<file path="src/hw/irq_pm_defines.svh">
// register offsets, field positions, reset values and timing counts
`ifndef IRQ_PM_DEFINES_SVH
`define IRQ_PM_DEFINES_SVH

// ------------------------------------------------------------
// register map (byte addresses)
// ------------------------------------------------------------
`define OFS_INTERRUPT_ENABLE 8'h00
`define OFS_POWER_CTRL       8'h04
`define OFS_FLAGS            8'h08
`define OFS_STATUS           8'h0C

// ------------------------------------------------------------
// interrupt_enable fields
// ------------------------------------------------------------
`define IE_EXT0_BIT   0
`define IE_T0_BIT     1
`define IE_EXT1_BIT   2
`define IE_T1_BIT     3
`define IE_SER_BIT    4
`define IE_T2_BIT     5
`define IE_RSVD_BIT   6
`define IE_GLOBAL_BIT 7
`define IE_RESET      8'h00
`define IE_WR_MASK    8'hBF

// ------------------------------------------------------------
// flag register fields
// ------------------------------------------------------------
`define FL_T0_BIT     0
`define FL_T1_BIT     1
`define FL_T2OV_BIT   2
`define FL_T2EV_BIT   3
`define FL_T2TRIG_BIT 4

// ------------------------------------------------------------
// power control fields
// ------------------------------------------------------------
`define PC_IDLE_BIT   0
`define PC_PDOWN_BIT  1

// ------------------------------------------------------------
// timing: machine cycle of 6 states x 2 phases on the halved clock
// ------------------------------------------------------------
`define PHASES_PER_MC  4'd12
`define PH_S2P2        4'd3
`define PH_S5P2        4'd9
`define RST_GUARD_MC   2'd2

`endif

</file>
<file path="src/hw/irq_pm_pkg.sv">
// types shared by the interrupt and power mode block
package irq_pm_pkg;
   typedef enum logic [2:0] {
      PM_RUN   = 3'b001,
      PM_IDLE  = 3'b010,
      PM_PDOWN = 3'b100
   } pm_state_t;
endpackage

</file>
<file path="src/hw/clk_half.sv">
// divide-by-two stage and machine-cycle phase counter
`include "irq_pm_defines.svh"
module clk_half (
   // clock and reset
   input  wire logic       hclk,
   input  wire logic       hresetn,
   // run control
   input  wire logic       osc_run,
   // timing outputs
   output logic            phase_tick,
   output logic [3:0]      phase_idx,
   output logic            mc_end
);
   logic half_q;

   // ------------------------------------------------------------
   // divider
   // ------------------------------------------------------------
   // toggle flop makes tick rate independent of input duty cycle
   always_ff @(posedge hclk or negedge hresetn) begin
      if (!hresetn) begin
         half_q <= 1'b0;
      end else if (osc_run) begin
         half_q <= ~half_q;
      end
   end

   assign phase_tick = osc_run & half_q;
   assign mc_end     = phase_tick && (phase_idx == `PHASES_PER_MC - 4'd1);

   // phase counter, twelve phases to a machine cycle
   always_ff @(posedge hclk or negedge hresetn) begin
      if (!hresetn) begin
         phase_idx <= 4'h0;
      end else if (mc_end) begin
         phase_idx <= 4'h0;
      end else if (phase_tick) begin
         phase_idx <= phase_idx + 4'h1;
      end
   end
endmodule

</file>
<file path="src/hw/edge_sync.sv">
// three-stage synchroniser with falling edge detection
module edge_sync (
   // clock and reset
   input  wire logic hclk,
   input  wire logic hresetn,
   // pin and results
   input  wire logic pin,
   output logic      level,
   output logic      fall
);
   logic [2:0] sync_q;
   logic       level_q;

   // ------------------------------------------------------------
   // sync chain
   // ------------------------------------------------------------
   // resets high: pins idle high, avoids a false edge at release
   always_ff @(posedge hclk or negedge hresetn) begin
      if (!hresetn) begin
         sync_q  <= 3'h7;
         level_q <= 1'b1;
      end else begin
         sync_q <= {sync_q[1:0], pin};
         if (sync_q[1] == sync_q[2]) begin
            level_q <= sync_q[2];
         end
      end
   end

   assign level = level_q;
   assign fall  = level_q & (sync_q[1] == sync_q[2]) & ~sync_q[2];
endmodule

</file>
<file path="src/hw/irq_pm_top.sv">
// interrupt gating and idle / power-down control behind an AHB-Lite slave
//
// The implementer's own choices: the AHB-Lite register port and the register offsets.
`include "irq_pm_defines.svh"

// Contract
// - six request sources: two pins, timers 0, 1, 2, serial, each own line
// - each source has its own enable bit in interrupt_enable
// - bit 7 global enable; zero blocks every request
// - bit map: 5 t2, 4 serial, 3 t1, 2 ext1, 1 t0, 0 ext0
// - timer 2 request is overflow flag OR event flag
// - timer 2 flags stay set on entry; software clears them
// - timer 0/1 flags set at S5P2, polled next machine cycle; here latched at the end of the same machine cycle
// - timer 2 overflow flag set at S2P2, polled same cycle
// - input clock halved by a toggle flop before internal timing
// - idle halts cpu, peripherals run, registers hold
// - idle ends on enabled request or hardware reset
// - reset out of idle: ram writes blocked two machine cycles, ports not
// - idle drives ALE/strobe high, power-down low; port 0/2 per mode
// - power-down stops oscillator, nothing executes, registers kept
// - power-down exits only by hardware reset
// - trigger enabled: falling trigger pin edge sets timer 2 event flag
module irq_pm_top
   import irq_pm_pkg::*;
(
   // clock and reset
   input  wire logic        hclk,
   input  wire logic        hresetn,
   // ahb-lite slave
   input  wire logic        hsel,
   input  wire logic [7:0]  haddr,
   input  wire logic [1:0]  htrans,
   input  wire logic        hwrite,
   input  wire logic [2:0]  hsize,
   input  wire logic [31:0] hwdata,
   input  wire logic        hready,
   output logic [31:0]      hrdata,
   output logic             hreadyout,
   output logic             hresp,
   // request sources
   input  wire logic        ext_irq_pin_a,
   input  wire logic        ext_irq_pin_b,
   input  wire logic        timer0_ovf,
   input  wire logic        timer1_ovf,
   input  wire logic        timer2_ovf,
   input  wire logic        serial_req,
   input  wire logic        timer2_trigger_pin,
   // cpu side
   input  wire logic        irq_ack,
   input  wire logic        ext_program_mem,
   output logic [5:0]       irq_req,
   output logic             cpu_halt,
   output logic             ram_write_block,
   output logic             osc_stop,
   // pin state during low power
   output logic             ale_out,
   output logic             program_store_strobe,
   output logic             port0_float,
   output logic             port2_address
);
   // ------------------------------------------------------------
   // declarations
   // ------------------------------------------------------------
   logic [7:0]  interrupt_enable_q;
   logic [4:0]  flags_q;
   logic [5:0]  irq_req_q;
   pm_state_t   pm_q;
   logic        halt_q, rblk_q, osc_q, ale_q, pss_q, p0f_q, p2a_q;
   logic [1:0]  guard_q;
   logic        wr_pend_q;
   logic [7:0]  wr_addr_q;
   logic [31:0] rdata_q;
   logic        phase_tick, mc_end;
   logic [3:0]  phase_idx;
   logic        ext_a_lvl, ext_b_lvl, trig_fall;
   logic        t0_pend_q, t1_pend_q, t2_pend_q;
   logic [5:0]  src_flag, src_gate;
   logic        addr_ok;
   logic [7:0]  wbyte;
   logic        t2_req;

   // ------------------------------------------------------------
   // timing and synchronisers
   // ------------------------------------------------------------
   // oscillator stops in power-down, so phase counter freezes
   clk_half u_half (
      .hclk       (hclk),
      .hresetn    (hresetn),
      .osc_run    (~osc_q),
      .phase_tick (phase_tick),
      .phase_idx  (phase_idx),
      .mc_end     (mc_end)
   );

   edge_sync u_ext_a (
      .hclk    (hclk),
      .hresetn (hresetn),
      .pin     (ext_irq_pin_a),
      .level   (ext_a_lvl),
      .fall    ()
   );

   edge_sync u_ext_b (
      .hclk    (hclk),
      .hresetn (hresetn),
      .pin     (ext_irq_pin_b),
      .level   (ext_b_lvl),
      .fall    ()
   );

   edge_sync u_trig (
      .hclk    (hclk),
      .hresetn (hresetn),
      .pin     (timer2_trigger_pin),
      .level   (),
      .fall    (trig_fall)
   );

   // ------------------------------------------------------------
   // ahb-lite slave
   // ------------------------------------------------------------
   assign addr_ok = hsel & hready & htrans[1];
   assign wbyte   = hwdata[7:0];

   // capture write address phase; zero wait states
   always_ff @(posedge hclk or negedge hresetn) begin
      if (!hresetn) begin
         wr_pend_q <= 1'b0;
         wr_addr_q <= 8'h00;
      end else begin
         wr_pend_q <= addr_ok & hwrite;
         wr_addr_q <= haddr;
      end
   end

   // read data registered from the address phase
   always_ff @(posedge hclk or negedge hresetn) begin
      if (!hresetn) begin
         rdata_q <= 32'h0000_0000;
      end else if (addr_ok & ~hwrite) begin
         case (haddr)
            `OFS_INTERRUPT_ENABLE: rdata_q <= {24'h000000, interrupt_enable_q};
            `OFS_POWER_CTRL:       rdata_q <= {30'h0, pm_q == PM_PDOWN, pm_q == PM_IDLE};
            `OFS_FLAGS:            rdata_q <= {27'h0, flags_q};
            `OFS_STATUS:           rdata_q <= {24'h0, ext_b_lvl, ext_a_lvl, irq_req_q};
            default:               rdata_q <= 32'h0000_0000;
         endcase
      end
   end

   assign hrdata    = rdata_q;
   assign hreadyout = 1'b1;
   assign hresp     = 1'b0;

   // enable register; bit 6 has no storage so a stray one is dropped
   always_ff @(posedge hclk or negedge hresetn) begin
      if (!hresetn) begin
         interrupt_enable_q <= `IE_RESET;
      end else if (wr_pend_q && wr_addr_q == `OFS_INTERRUPT_ENABLE) begin
         interrupt_enable_q <= wbyte & `IE_WR_MASK;
      end
   end

   // ------------------------------------------------------------
   // source flags
   // ------------------------------------------------------------
   // overflow events wait for their set phase; set beats software clear
   always_ff @(posedge hclk or negedge hresetn) begin
      if (!hresetn) begin
         flags_q   <= 5'h00;
         t0_pend_q <= 1'b0;
         t1_pend_q <= 1'b0;
         t2_pend_q <= 1'b0;
      end else begin
         logic [4:0] nxt;
         nxt = flags_q;
         if (wr_pend_q && wr_addr_q == `OFS_FLAGS) begin
            nxt = wbyte[4:0] & 5'h1F; // software writes flags and trigger enable
         end
         t0_pend_q <= (t0_pend_q | timer0_ovf) & ~(phase_tick && phase_idx == `PH_S5P2);
         t1_pend_q <= (t1_pend_q | timer1_ovf) & ~(phase_tick && phase_idx == `PH_S5P2);
         if (phase_tick && phase_idx == `PH_S5P2) begin
            if (t0_pend_q | timer0_ovf) nxt[`FL_T0_BIT] = 1'b1;
            if (t1_pend_q | timer1_ovf) nxt[`FL_T1_BIT] = 1'b1;
         end
         // timer 2 waits for its own earlier set phase, so it is still polled in that cycle
         t2_pend_q <= (t2_pend_q | timer2_ovf) & ~(phase_tick && phase_idx == `PH_S2P2);
         if (phase_tick && phase_idx == `PH_S2P2 && (t2_pend_q | timer2_ovf)) begin
            nxt[`FL_T2OV_BIT] = 1'b1;
         end
         if (trig_fall && flags_q[`FL_T2TRIG_BIT]) begin
            nxt[`FL_T2EV_BIT] = 1'b1;
         end
         flags_q <= nxt; // no clear on acknowledge
      end
   end

   // ------------------------------------------------------------
   // request gating
   // ------------------------------------------------------------
   assign t2_req = flags_q[`FL_T2OV_BIT] | flags_q[`FL_T2EV_BIT];
   // pins are active low; serial request is a level from the port
   assign src_flag = {t2_req, serial_req, flags_q[`FL_T1_BIT], ~ext_b_lvl,
                      flags_q[`FL_T0_BIT], ~ext_a_lvl};
   assign src_gate = src_flag & interrupt_enable_q[5:0]
                     & {6{interrupt_enable_q[`IE_GLOBAL_BIT]}};

   // timer 0/1 and timer 2 all seen at the end of the cycle their flag is set in
   always_ff @(posedge hclk or negedge hresetn) begin
      if (!hresetn) begin
         irq_req_q <= 6'h00;
      end else begin
         if (mc_end) begin
            irq_req_q <= src_gate;
         end else if (!interrupt_enable_q[`IE_GLOBAL_BIT]) begin
            irq_req_q <= 6'h00;
         end
      end
   end
   assign irq_req = irq_req_q;

   // ------------------------------------------------------------
   // power mode state
   // ------------------------------------------------------------
   // idle or power-down entry from power control; only reset leaves power-down
   always_ff @(posedge hclk or negedge hresetn) begin
      if (!hresetn) begin
         pm_q <= PM_RUN;
      end else begin
         case (pm_q)
            PM_RUN: begin
               if (wr_pend_q && wr_addr_q == `OFS_POWER_CTRL) begin
                  if (wbyte[`PC_PDOWN_BIT]) pm_q <= PM_PDOWN;
                  else if (wbyte[`PC_IDLE_BIT]) pm_q <= PM_IDLE;
               end
            end
            PM_IDLE: begin
               if (|src_gate) pm_q <= PM_RUN;
            end
            PM_PDOWN: pm_q <= PM_PDOWN;
            default:  pm_q <= PM_RUN;
         endcase
      end
   end

   // registered mode outputs; idle keeps peripherals clocked
   always_ff @(posedge hclk or negedge hresetn) begin
      if (!hresetn) begin
         halt_q <= 1'b0;
         osc_q  <= 1'b0;
         ale_q  <= 1'b1;
         pss_q  <= 1'b1;
         p0f_q  <= 1'b0;
         p2a_q  <= 1'b0;
      end else begin
         halt_q <= (pm_q != PM_RUN);
         osc_q  <= (pm_q == PM_PDOWN);
         ale_q  <= (pm_q != PM_PDOWN);
         pss_q  <= (pm_q != PM_PDOWN);
         p0f_q  <= (pm_q != PM_RUN) & ext_program_mem;
         p2a_q  <= (pm_q == PM_IDLE) & ext_program_mem;
      end
   end

   // ram write guard after a reset; counts two halved-clock machine cycles
   always_ff @(posedge hclk or negedge hresetn) begin
      if (!hresetn) begin
         guard_q <= `RST_GUARD_MC;
         rblk_q  <= 1'b1;
      end else begin
         if (mc_end && guard_q != 2'd0) guard_q <= guard_q - 2'd1;
         rblk_q <= (guard_q != 2'd0) | (pm_q != PM_RUN);
      end
   end

   assign cpu_halt             = halt_q;
   assign osc_stop             = osc_q;
   assign ram_write_block      = rblk_q;
   assign ale_out              = ale_q;
   assign program_store_strobe = pss_q;
   assign port0_float          = p0f_q;
   assign port2_address        = p2a_q;

   // ------------------------------------------------------------
   // assertions
   // ------------------------------------------------------------
   global_gate_a: assert property (@(posedge hclk) disable iff (!hresetn)
      !interrupt_enable_q[`IE_GLOBAL_BIT] |=> irq_req_q == 6'h00)
      else $error("request raised with global enable low");
   rsvd_bit_a: assert property (@(posedge hclk) disable iff (!hresetn)
      interrupt_enable_q[`IE_RSVD_BIT] == 1'b0)
      else $error("reserved enable bit set");
   t2_or_a: assert property (@(posedge hclk) disable iff (!hresetn)
      mc_end && interrupt_enable_q[7] && interrupt_enable_q[5] && t2_req |=> irq_req_q[5])
      else $error("timer 2 request missing");
   t2_hold_a: assert property (@(posedge hclk) disable iff (!hresetn)
      irq_ack && flags_q[`FL_T2OV_BIT] && !(wr_pend_q && wr_addr_q == `OFS_FLAGS)
      |=> flags_q[`FL_T2OV_BIT])
      else $error("timer 2 flag cleared by hardware");
   t0_phase_a: assert property (@(posedge hclk) disable iff (!hresetn)
      $rose(flags_q[`FL_T0_BIT]) |-> $past(phase_idx) == `PH_S5P2
      || $past(wr_pend_q))
      else $error("timer 0 flag set off phase");
   pdown_stay_a: assert property (@(posedge hclk) disable iff (!hresetn)
      pm_q == PM_PDOWN |=> pm_q == PM_PDOWN)
      else $error("power-down left without reset");
   pdown_pins_a: assert property (@(posedge hclk) disable iff (!hresetn)
      pm_q == PM_PDOWN |=> !ale_out && !program_store_strobe && osc_stop)
      else $error("power-down pin state wrong");
   idle_exit_a: assert property (@(posedge hclk) disable iff (!hresetn)
      pm_q == PM_IDLE && |src_gate |=> pm_q == PM_RUN ##1 !cpu_halt)
      else $error("idle not left on request");
endmodule

</file>
<file path="config.mk">
export PLATFORM = sky130hd
export DESIGN_NAME = irq_pm_top
export DESIGN_NICKNAME = d
export VERILOG_FILES = /design/src/hw/irq_pm_pkg.sv /design/src/hw/clk_half.sv /design/src/hw/edge_sync.sv /design/src/hw/irq_pm_top.sv
export VERILOG_INCLUDE_DIRS = /design/src /design/src/hw
export SDC_FILE = /design/constraint.sdc
export NUM_CORES = 1
export LEC_CHECK = 0
export ABC_AREA = 0
export BUFFER_PORTS_ARGS = -buffer_cell sky130_fd_sc_hd__buf_2
export CAP_MARGIN = 20
export CORE_UTILIZATION = 50
export CTS_CLUSTER_DIAMETER = 150
export CTS_CLUSTER_SIZE = 40
export DETAILED_ROUTE_END_ITERATION = 7
export PLACE_DENSITY = 0.81
export SLEW_MARGIN = 10
export SYNTH_ARGS = -nofsm -noshare
export SYNTH_HDL_FRONTEND = slang
export SYNTH_SLANG_ARGS = --single-unit
</file>
<file path="constraint.sdc">
create_clock -name hclk -period 3.25 [get_ports hclk]
set_input_delay 0.65 -clock hclk [delete_from_list [all_inputs] [get_ports hclk]]
set_output_delay 0.65 -clock hclk [all_outputs]
set_load 0.1 [all_outputs]
</file>
==> impl_results.md, run 1 <==
* Clock Sinks at 66
* Top-count cell post-synth: dfrtp_1
* Place WS at 1.26 ns
* Met3 GRT Util at 4.35%
* Post-cts resize count at 0
* Post-DRT Antenna Nets at 0
* Clk slew on worst S/H paths at 0.07 ns
* Status: finished clean
* Via count at 1,929
* Synth unique cells at 46
* NumNets Final at 366
* First-pass DRT Iterations at 4
* Worst-Skew Late Latency at 0.34 ns
* Top-level port count at 106
* Worst R2R End: interrupt_enable_q[1]$_DFFE_PN0P_
* Busiest grt layer: met2
* Post-CTS setup buffer count at 0
* All-Layer GR Usage at 19.7%
* Fmax achieved at 499 MHz
* VDD IR max at 0.379 mV
* Worst min path class: flop to flop
* Final setup viols at 0
* Final WL at 5.27 mm
* Mapped Area at 2870 um2
* Synthesized flop and latch total at 66
* Drt drc at 0
* Period utilisation layout at 61.7%
* Die area at 6040 um2
* Worst R2R Start: wr_addr_q[4]$_DFF_PN0_
* Clock H-tree levels at 3
* Mapped Cells at 251
* Max Cap Viol at 0
* Area contributors post-synth: dfrtp_1 44%, dfstp_2 15%, buf_4 7.1%
* Power consumption at 0.00170 W
* EDFF count, synth at 0
* N_diodes at 0
* Port-buffer cells at 49
* Initial Util at 52.1%
* CP Capture Type: flop
* Slew Limit Fails at 0
* CORE AREA at 5510 um2
* Startpoint Class: flop
* Setup Skew at 0.0115 ns
* GR Overflow Total at 0
* Via/cell ratio at 5.06
* Reg2reg setup slack at 1.24 ns
* CTS tree: built
* First-pass GRT wire length at 8.89 mm
* Root buf cell: clkbuf_8
* Area growth, synth to finish at 13.4%
* Longest Clk Path Bufs at 2
* End of the worst hold path: u_ext_b.sync_q[1]$_DFF_PN1_
* Synth warn at 0
* Share of layout cells above drive strength 1 at 30.4%
* Main synth FF type: dfrtp_1
* R2R cell count at 3
* WHS Path Cells at 0
* Leakage power figure at 1.57 nW
* Crit path kind: flop to flop
* GR Util met2 at 31.0%
* Critical Path RT at 3.47 ns
* Die Width at 77.7 um
* Top cell type's share of synthesized area at 43.6%
* Mean area per synthesized cell at 11.4 um2
* Number of global-route vias before repair at 1,911
* Yosys top cell by area: dfrtp_1
* Post-CTS Hold Fix Bufs at 0
* Final Non-Filler Cells at 381
* Largest net degree at the start of global routing at 67
* Routability cong. at 0.808
* Die H at 77.7 um
* HPWL after detailed placement at 3.78 mm
* Worst Tran Pin Value at 0.791 ns
* DP Cell Count at 365
* Top post-synthesis cells by count: 50 x dfrtp_1, 31 x nand2_1, 27 x buf_4
* Hold Violations, Final at 0
* Max_slew headroom at 47.3%
* GR Util met1 at 25.4%
* Routed WL per cell at 13.8 um
* Fin worst setup slack at 1.24 ns
* PwrDens at 523 nW/um2
* RSZ-0062 raised after global routing: false
* Maximum fanout along the worst path at 7
* Sequential share of the synthesized area at 58.3%
* Initial DRC count at 129
* Crit path DAT at 2.22 ns
* Ys async rst share at 100%
* CTS Buf Count at 9
* Initial antenna violation count at 0
* Hold_sp: u_ext_b.sync_q[0]$_DFF_PN1_
* Minimum clock period at 2.01 ns
* Num rows at 27
* Sum Neg Setup Slack at 0 ns
worst max path at each step:
| stage | from | end | slack, ns | cells after the start |
|---|---|---|---|---|
| 3_3_place_gp | wr_addr_q[4]$_DFF_PN0_ | interrupt_enable_q[3]$_DFFE_PN0P_ | 1.29 | 3 |
| 3_5_place_dp | wr_addr_q[4]$_DFF_PN0_ | interrupt_enable_q[5]$_DFFE_PN0P_ | 1.26 | 3 |
| 5_1_grt | wr_addr_q[4]$_DFF_PN0_ | interrupt_enable_q[5]$_DFFE_PN0P_ | 1.16 | 3 |
| 6_report | wr_addr_q[4]$_DFF_PN0_ | interrupt_enable_q[1]$_DFFE_PN0P_ | 1.24 | 3 |
| 4_1_cts | wr_addr_q[4]$_DFF_PN0_ | interrupt_enable_q[1]$_DFFE_PN0P_ | 1.23 | 3 |
| 2_1_floorplan | haddr[3] | hrdata[0]$_DFFE_PN0P_ | 1.38 | 5 |
worst max-delay path, cell delays in order (launching register included):
cell and delay [ns]:
dfrtp_1 0.37, or4b_4 0.55, nor3_2 0.56, mux2_2 0.41
area by class of cell:
cell class	count	area [um2]
fillers	489	2260
clock buffers	12	135
well taps	72	90.1
clock inverters	4	45.0
flip-flops and latches	66	1670
multi-input cells	169	1030
repair buffers	50	253
inverters	8	30.0
registers in the layout, summed over array words and instances (netlist names), 2 cells and up:
| signal | flops |
|---|---|
| u_trig.sync_q | 3 |
| pm_q | 3 |
| wr_addr_q | 8 |
| u_half.phase_idx | 4 |
| flags_q | 5 |
| u_ext_a.sync_q | 3 |
| hrdata | 8 |
| irq_req | 6 |
| guard_q | 2 |
| interrupt_enable_q | 7 |
| u_ext_b.sync_q | 3 |
routing by layer:
metal	part of all wire (%)	routed length, um
met5	0	0
met3	5.2	274
met2	48	2530
met4	2.6	137
met1	44	2330
cell families (layout without fill, tap and decap cells):
group / Yosys count / after routing / share of synthesized area (%)
compound gates: 38 / 38 / 8.38
simple gates: 81 / 81 / 14.5
mux: 17 / 17 / 6.90
xor+xnor: 2 / 2 / 0.611
flops: 66 / 66 / 58.3
other cells: 2 / 26 / 0.262
fa+ha+maj: 5 / 5 / 2.01
buf+inv: 40 / 74 / 9.04
stage by stage:
stage | area [um2] | hold WS, ns | utilization, %
2_1_floorplan | 2960 | 0.345 | -
3_3_place_gp | 3070 | 0.346 | 55.8
3_5_place_dp | 3070 | 0.347 | 55.8
4_1_cts | 3250 | 0.357 | 59.0
5_1_grt | 3250 | 0.359 | 59.0
6_report | 3250 | 0.356 | 59.0
where the power goes:
group | leakage (nW) | total [W] | internal (W) | switching, W
registers | 0.805 | 0.000858 | 0.000847 | 0.0000108
clock network | 0.0941 | 0.000646 | 0.000351 | 0.000294
logic | 0.670 | 0.000197 | 0.0000254 | 0.000171
total | 1.57 | 0.00170 | 0.00122 | 0.000477
layout by cell type, fill, tap and decap left out, types with 6 or more instances in the layout:
master / count
buf_2: 49
mux2_2: 8
o21ai_0: 15
inv_1: 8
a21boi_0: 6
nor2_1: 16
dfrtp_1: 50
nand2_1: 31
conb_1: 26
clkbuf_8: 9
mux2i_1: 7
dfstp_2: 16
Power figures use the tool's default switching activity.
==> inputs of run 2 (changes only) <==
CORE_UTILIZATION = 49   (was 50)
PLACE_DENSITY = 0.79   (was 0.81)
clock period = 2.05 ns   (was 3.25 ns; I/O delays follow)
==> impl_results.md, run 2 (synthesis results as in run 1) <==
* N_diodes at 0
* Via/cell ratio at 5.08
* Longest Clk Path Bufs at 2
* Num rows at 27
* Initial antenna violation count at 0
* Post-cts resize count at 0
* Power consumption at 0.00276 W
* Slew Limit Fails at 0
* Final Non-Filler Cells at 386
* Die Width at 78.5 um
* Max Cap Viol at 0
* Worst min path class: primary input to asynchronous set/reset pin
* Top-level port count at 106
* Worst-Skew Late Latency at 0.33 ns
* Cells along the critical path: or4_1, or3_1, mux2_4
* Port-buffer cells at 49
* All-Layer GR Usage at 19.2%
* Post-DRT Antenna Nets at 0
* Routability cong. at 0.827
* Root buf cell: clkbuf_8
* Crit path DAT at 2.13 ns
* CORE AREA at 5570 um2
* Area growth, synth to finish at 15.8%
* Maximum fanout along the worst path at 6
* Initial Util at 51.4%
* CP Capture Type: flop
* Crit-path slowest cell: or4_1
* Die area at 6160 um2
* Sum Neg Setup Slack at 0 ns
* R2R cell count at 3
* DP Cell Count at 370
* Worst Tran Pin Value at 0.497 ns
* Final WL at 5.31 mm
* Clk slew on worst S/H paths at 0.07 ns
* Status: finished clean
* Filler instances at 491
* NumNets Final at 371
* Setup Skew at 0.00810 ns
* Initial DRC count at 91
* Startpoint Class: flop
* GR Overflow Total at 0
* Sequential cell area at 1670 um2
* Final setup viols at 0
* Fmax achieved at 525 MHz
* CTS tree: built
* Clock H-tree levels at 3
* RSZ-0062 raised after global routing: false
* Crit path kind: flop to flop
* Drt drc at 0
* Multi-input gate area at 1030 um2
* Critical Path RT at 2.27 ns
* PwrDens at 832 nW/um2
* CTS Buf Count at 9
* Largest net degree at the start of global routing at 67
* First-pass GRT wire length at 8.71 mm
* Post-CTS Hold Fix Bufs at 0
* Most frequent cells in the layout: 50 x dfrtp_1, 49 x buf_2, 31 x nand2_1
* VDD IR max at 0.533 mV
* Share of layout cells above drive strength 1 at 31.5%
* Via count at 1,961
* Most common cell after layout, fill and taps aside: dfrtp_1
* Number of global-route vias before repair at 1,935
* Post-CTS setup buffer count at 0
* Max_slew headroom at 66.4%
* Slowest Stage Delay on Critical Path at 0.57 ns
* HPWL after detailed placement at 3.87 mm
* Leakage power figure at 1.60 nW
* Minimum clock period at 1.90 ns
* Clock Sinks at 66
* Period utilisation layout at 92.9%
* Hold Violations, Final at 0
* First-pass DRT Iterations at 4
* Die H at 78.5 um
* Routed WL per cell at 13.8 um
-- run 2: cell types whose count changed in the layout (fill, tap and decap cells not counted) --
cell / previous run / this run
buf_12: 0 / 1
buf_4: 1 / 5
clkbuf_8: 9 / 11
clkinv_2: 3 / 1
-- run 2: cell type report --
| cell class | count | share of cell area [%] |
|---|---|---|
| clock buffer | 14 | 4.90 |
| clock inverter | 2 | 1.06 |
| inverter | 8 | 0.905 |
| multi-input combinational | 169 | 30.9 |
| sequential | 66 | 50.4 |
| tap | 72 | 2.71 |
| timing repair buffer | 55 | 9.13 |
-- run 2: power by group --
part	internal, W	switching (W)	leakage [nW]
registers	0.00134	0.0000170	0.805
clock network	0.000628	0.000458	0.101
logic	0.0000437	0.000272	0.698
total	0.00201	0.000747	1.60
-- run 2: through the flow --
step | setup WS (ns) | instance area [um2] | hold WS, ns | utilization, %
2_1_floorplan | 0.265 | 2960 | 0.114 | -
4_1_cts | 0.144 | 3320 | 0.0809 | 59.5
6_report | 0.146 | 3320 | 0.0660 | 59.5
3_3_place_gp | 0.165 | 3120 | 0.346 | 56.0
5_1_grt | 0.117 | 3320 | 0.0990 | 59.5
3_5_place_dp | 0.153 | 3120 | 0.347 | 56.0
-- run 2: path summary, 6_finish.rpt --
kind	from	end	slack [ns]
max	wr_addr_q[1]$_DFF_PN0_	flags_q[4]$_DFFE_PN0N_	0.15
min	hresetn	flags_q[3]$_DFFE_PN0P_	0.07
max reg2reg	wr_addr_q[1]$_DFF_PN0_	flags_q[4]$_DFFE_PN0N_	0.15
min reg2reg	u_ext_b.sync_q[0]$_DFF_PN1_	u_ext_b.sync_q[1]$_DFF_PN1_	0.36
max in group asynchronous	hresetn	guard_q[1]$_DFFE_PN1P_	1.65
min in group hclk	ext_irq_pin_b	u_ext_b.sync_q[0]$_DFF_PN1_	0.17
-- run 2: worst max-delay path: cells and delay by family (launching register included) --
kind          cells  cell delay (ns)
mux               1             0.34
flops             1             0.38
simple gates      2             1.06
-- run 2: routing by layer --
metal  vias up  part of all wire [%]  GRT usage (%)
met5         -                     0              0
met4         0                   2.9           11.5
met3        15                   4.7           4.19
met2        67                    47           29.4
met1       960                    46           25.2
li1        919                     -              -
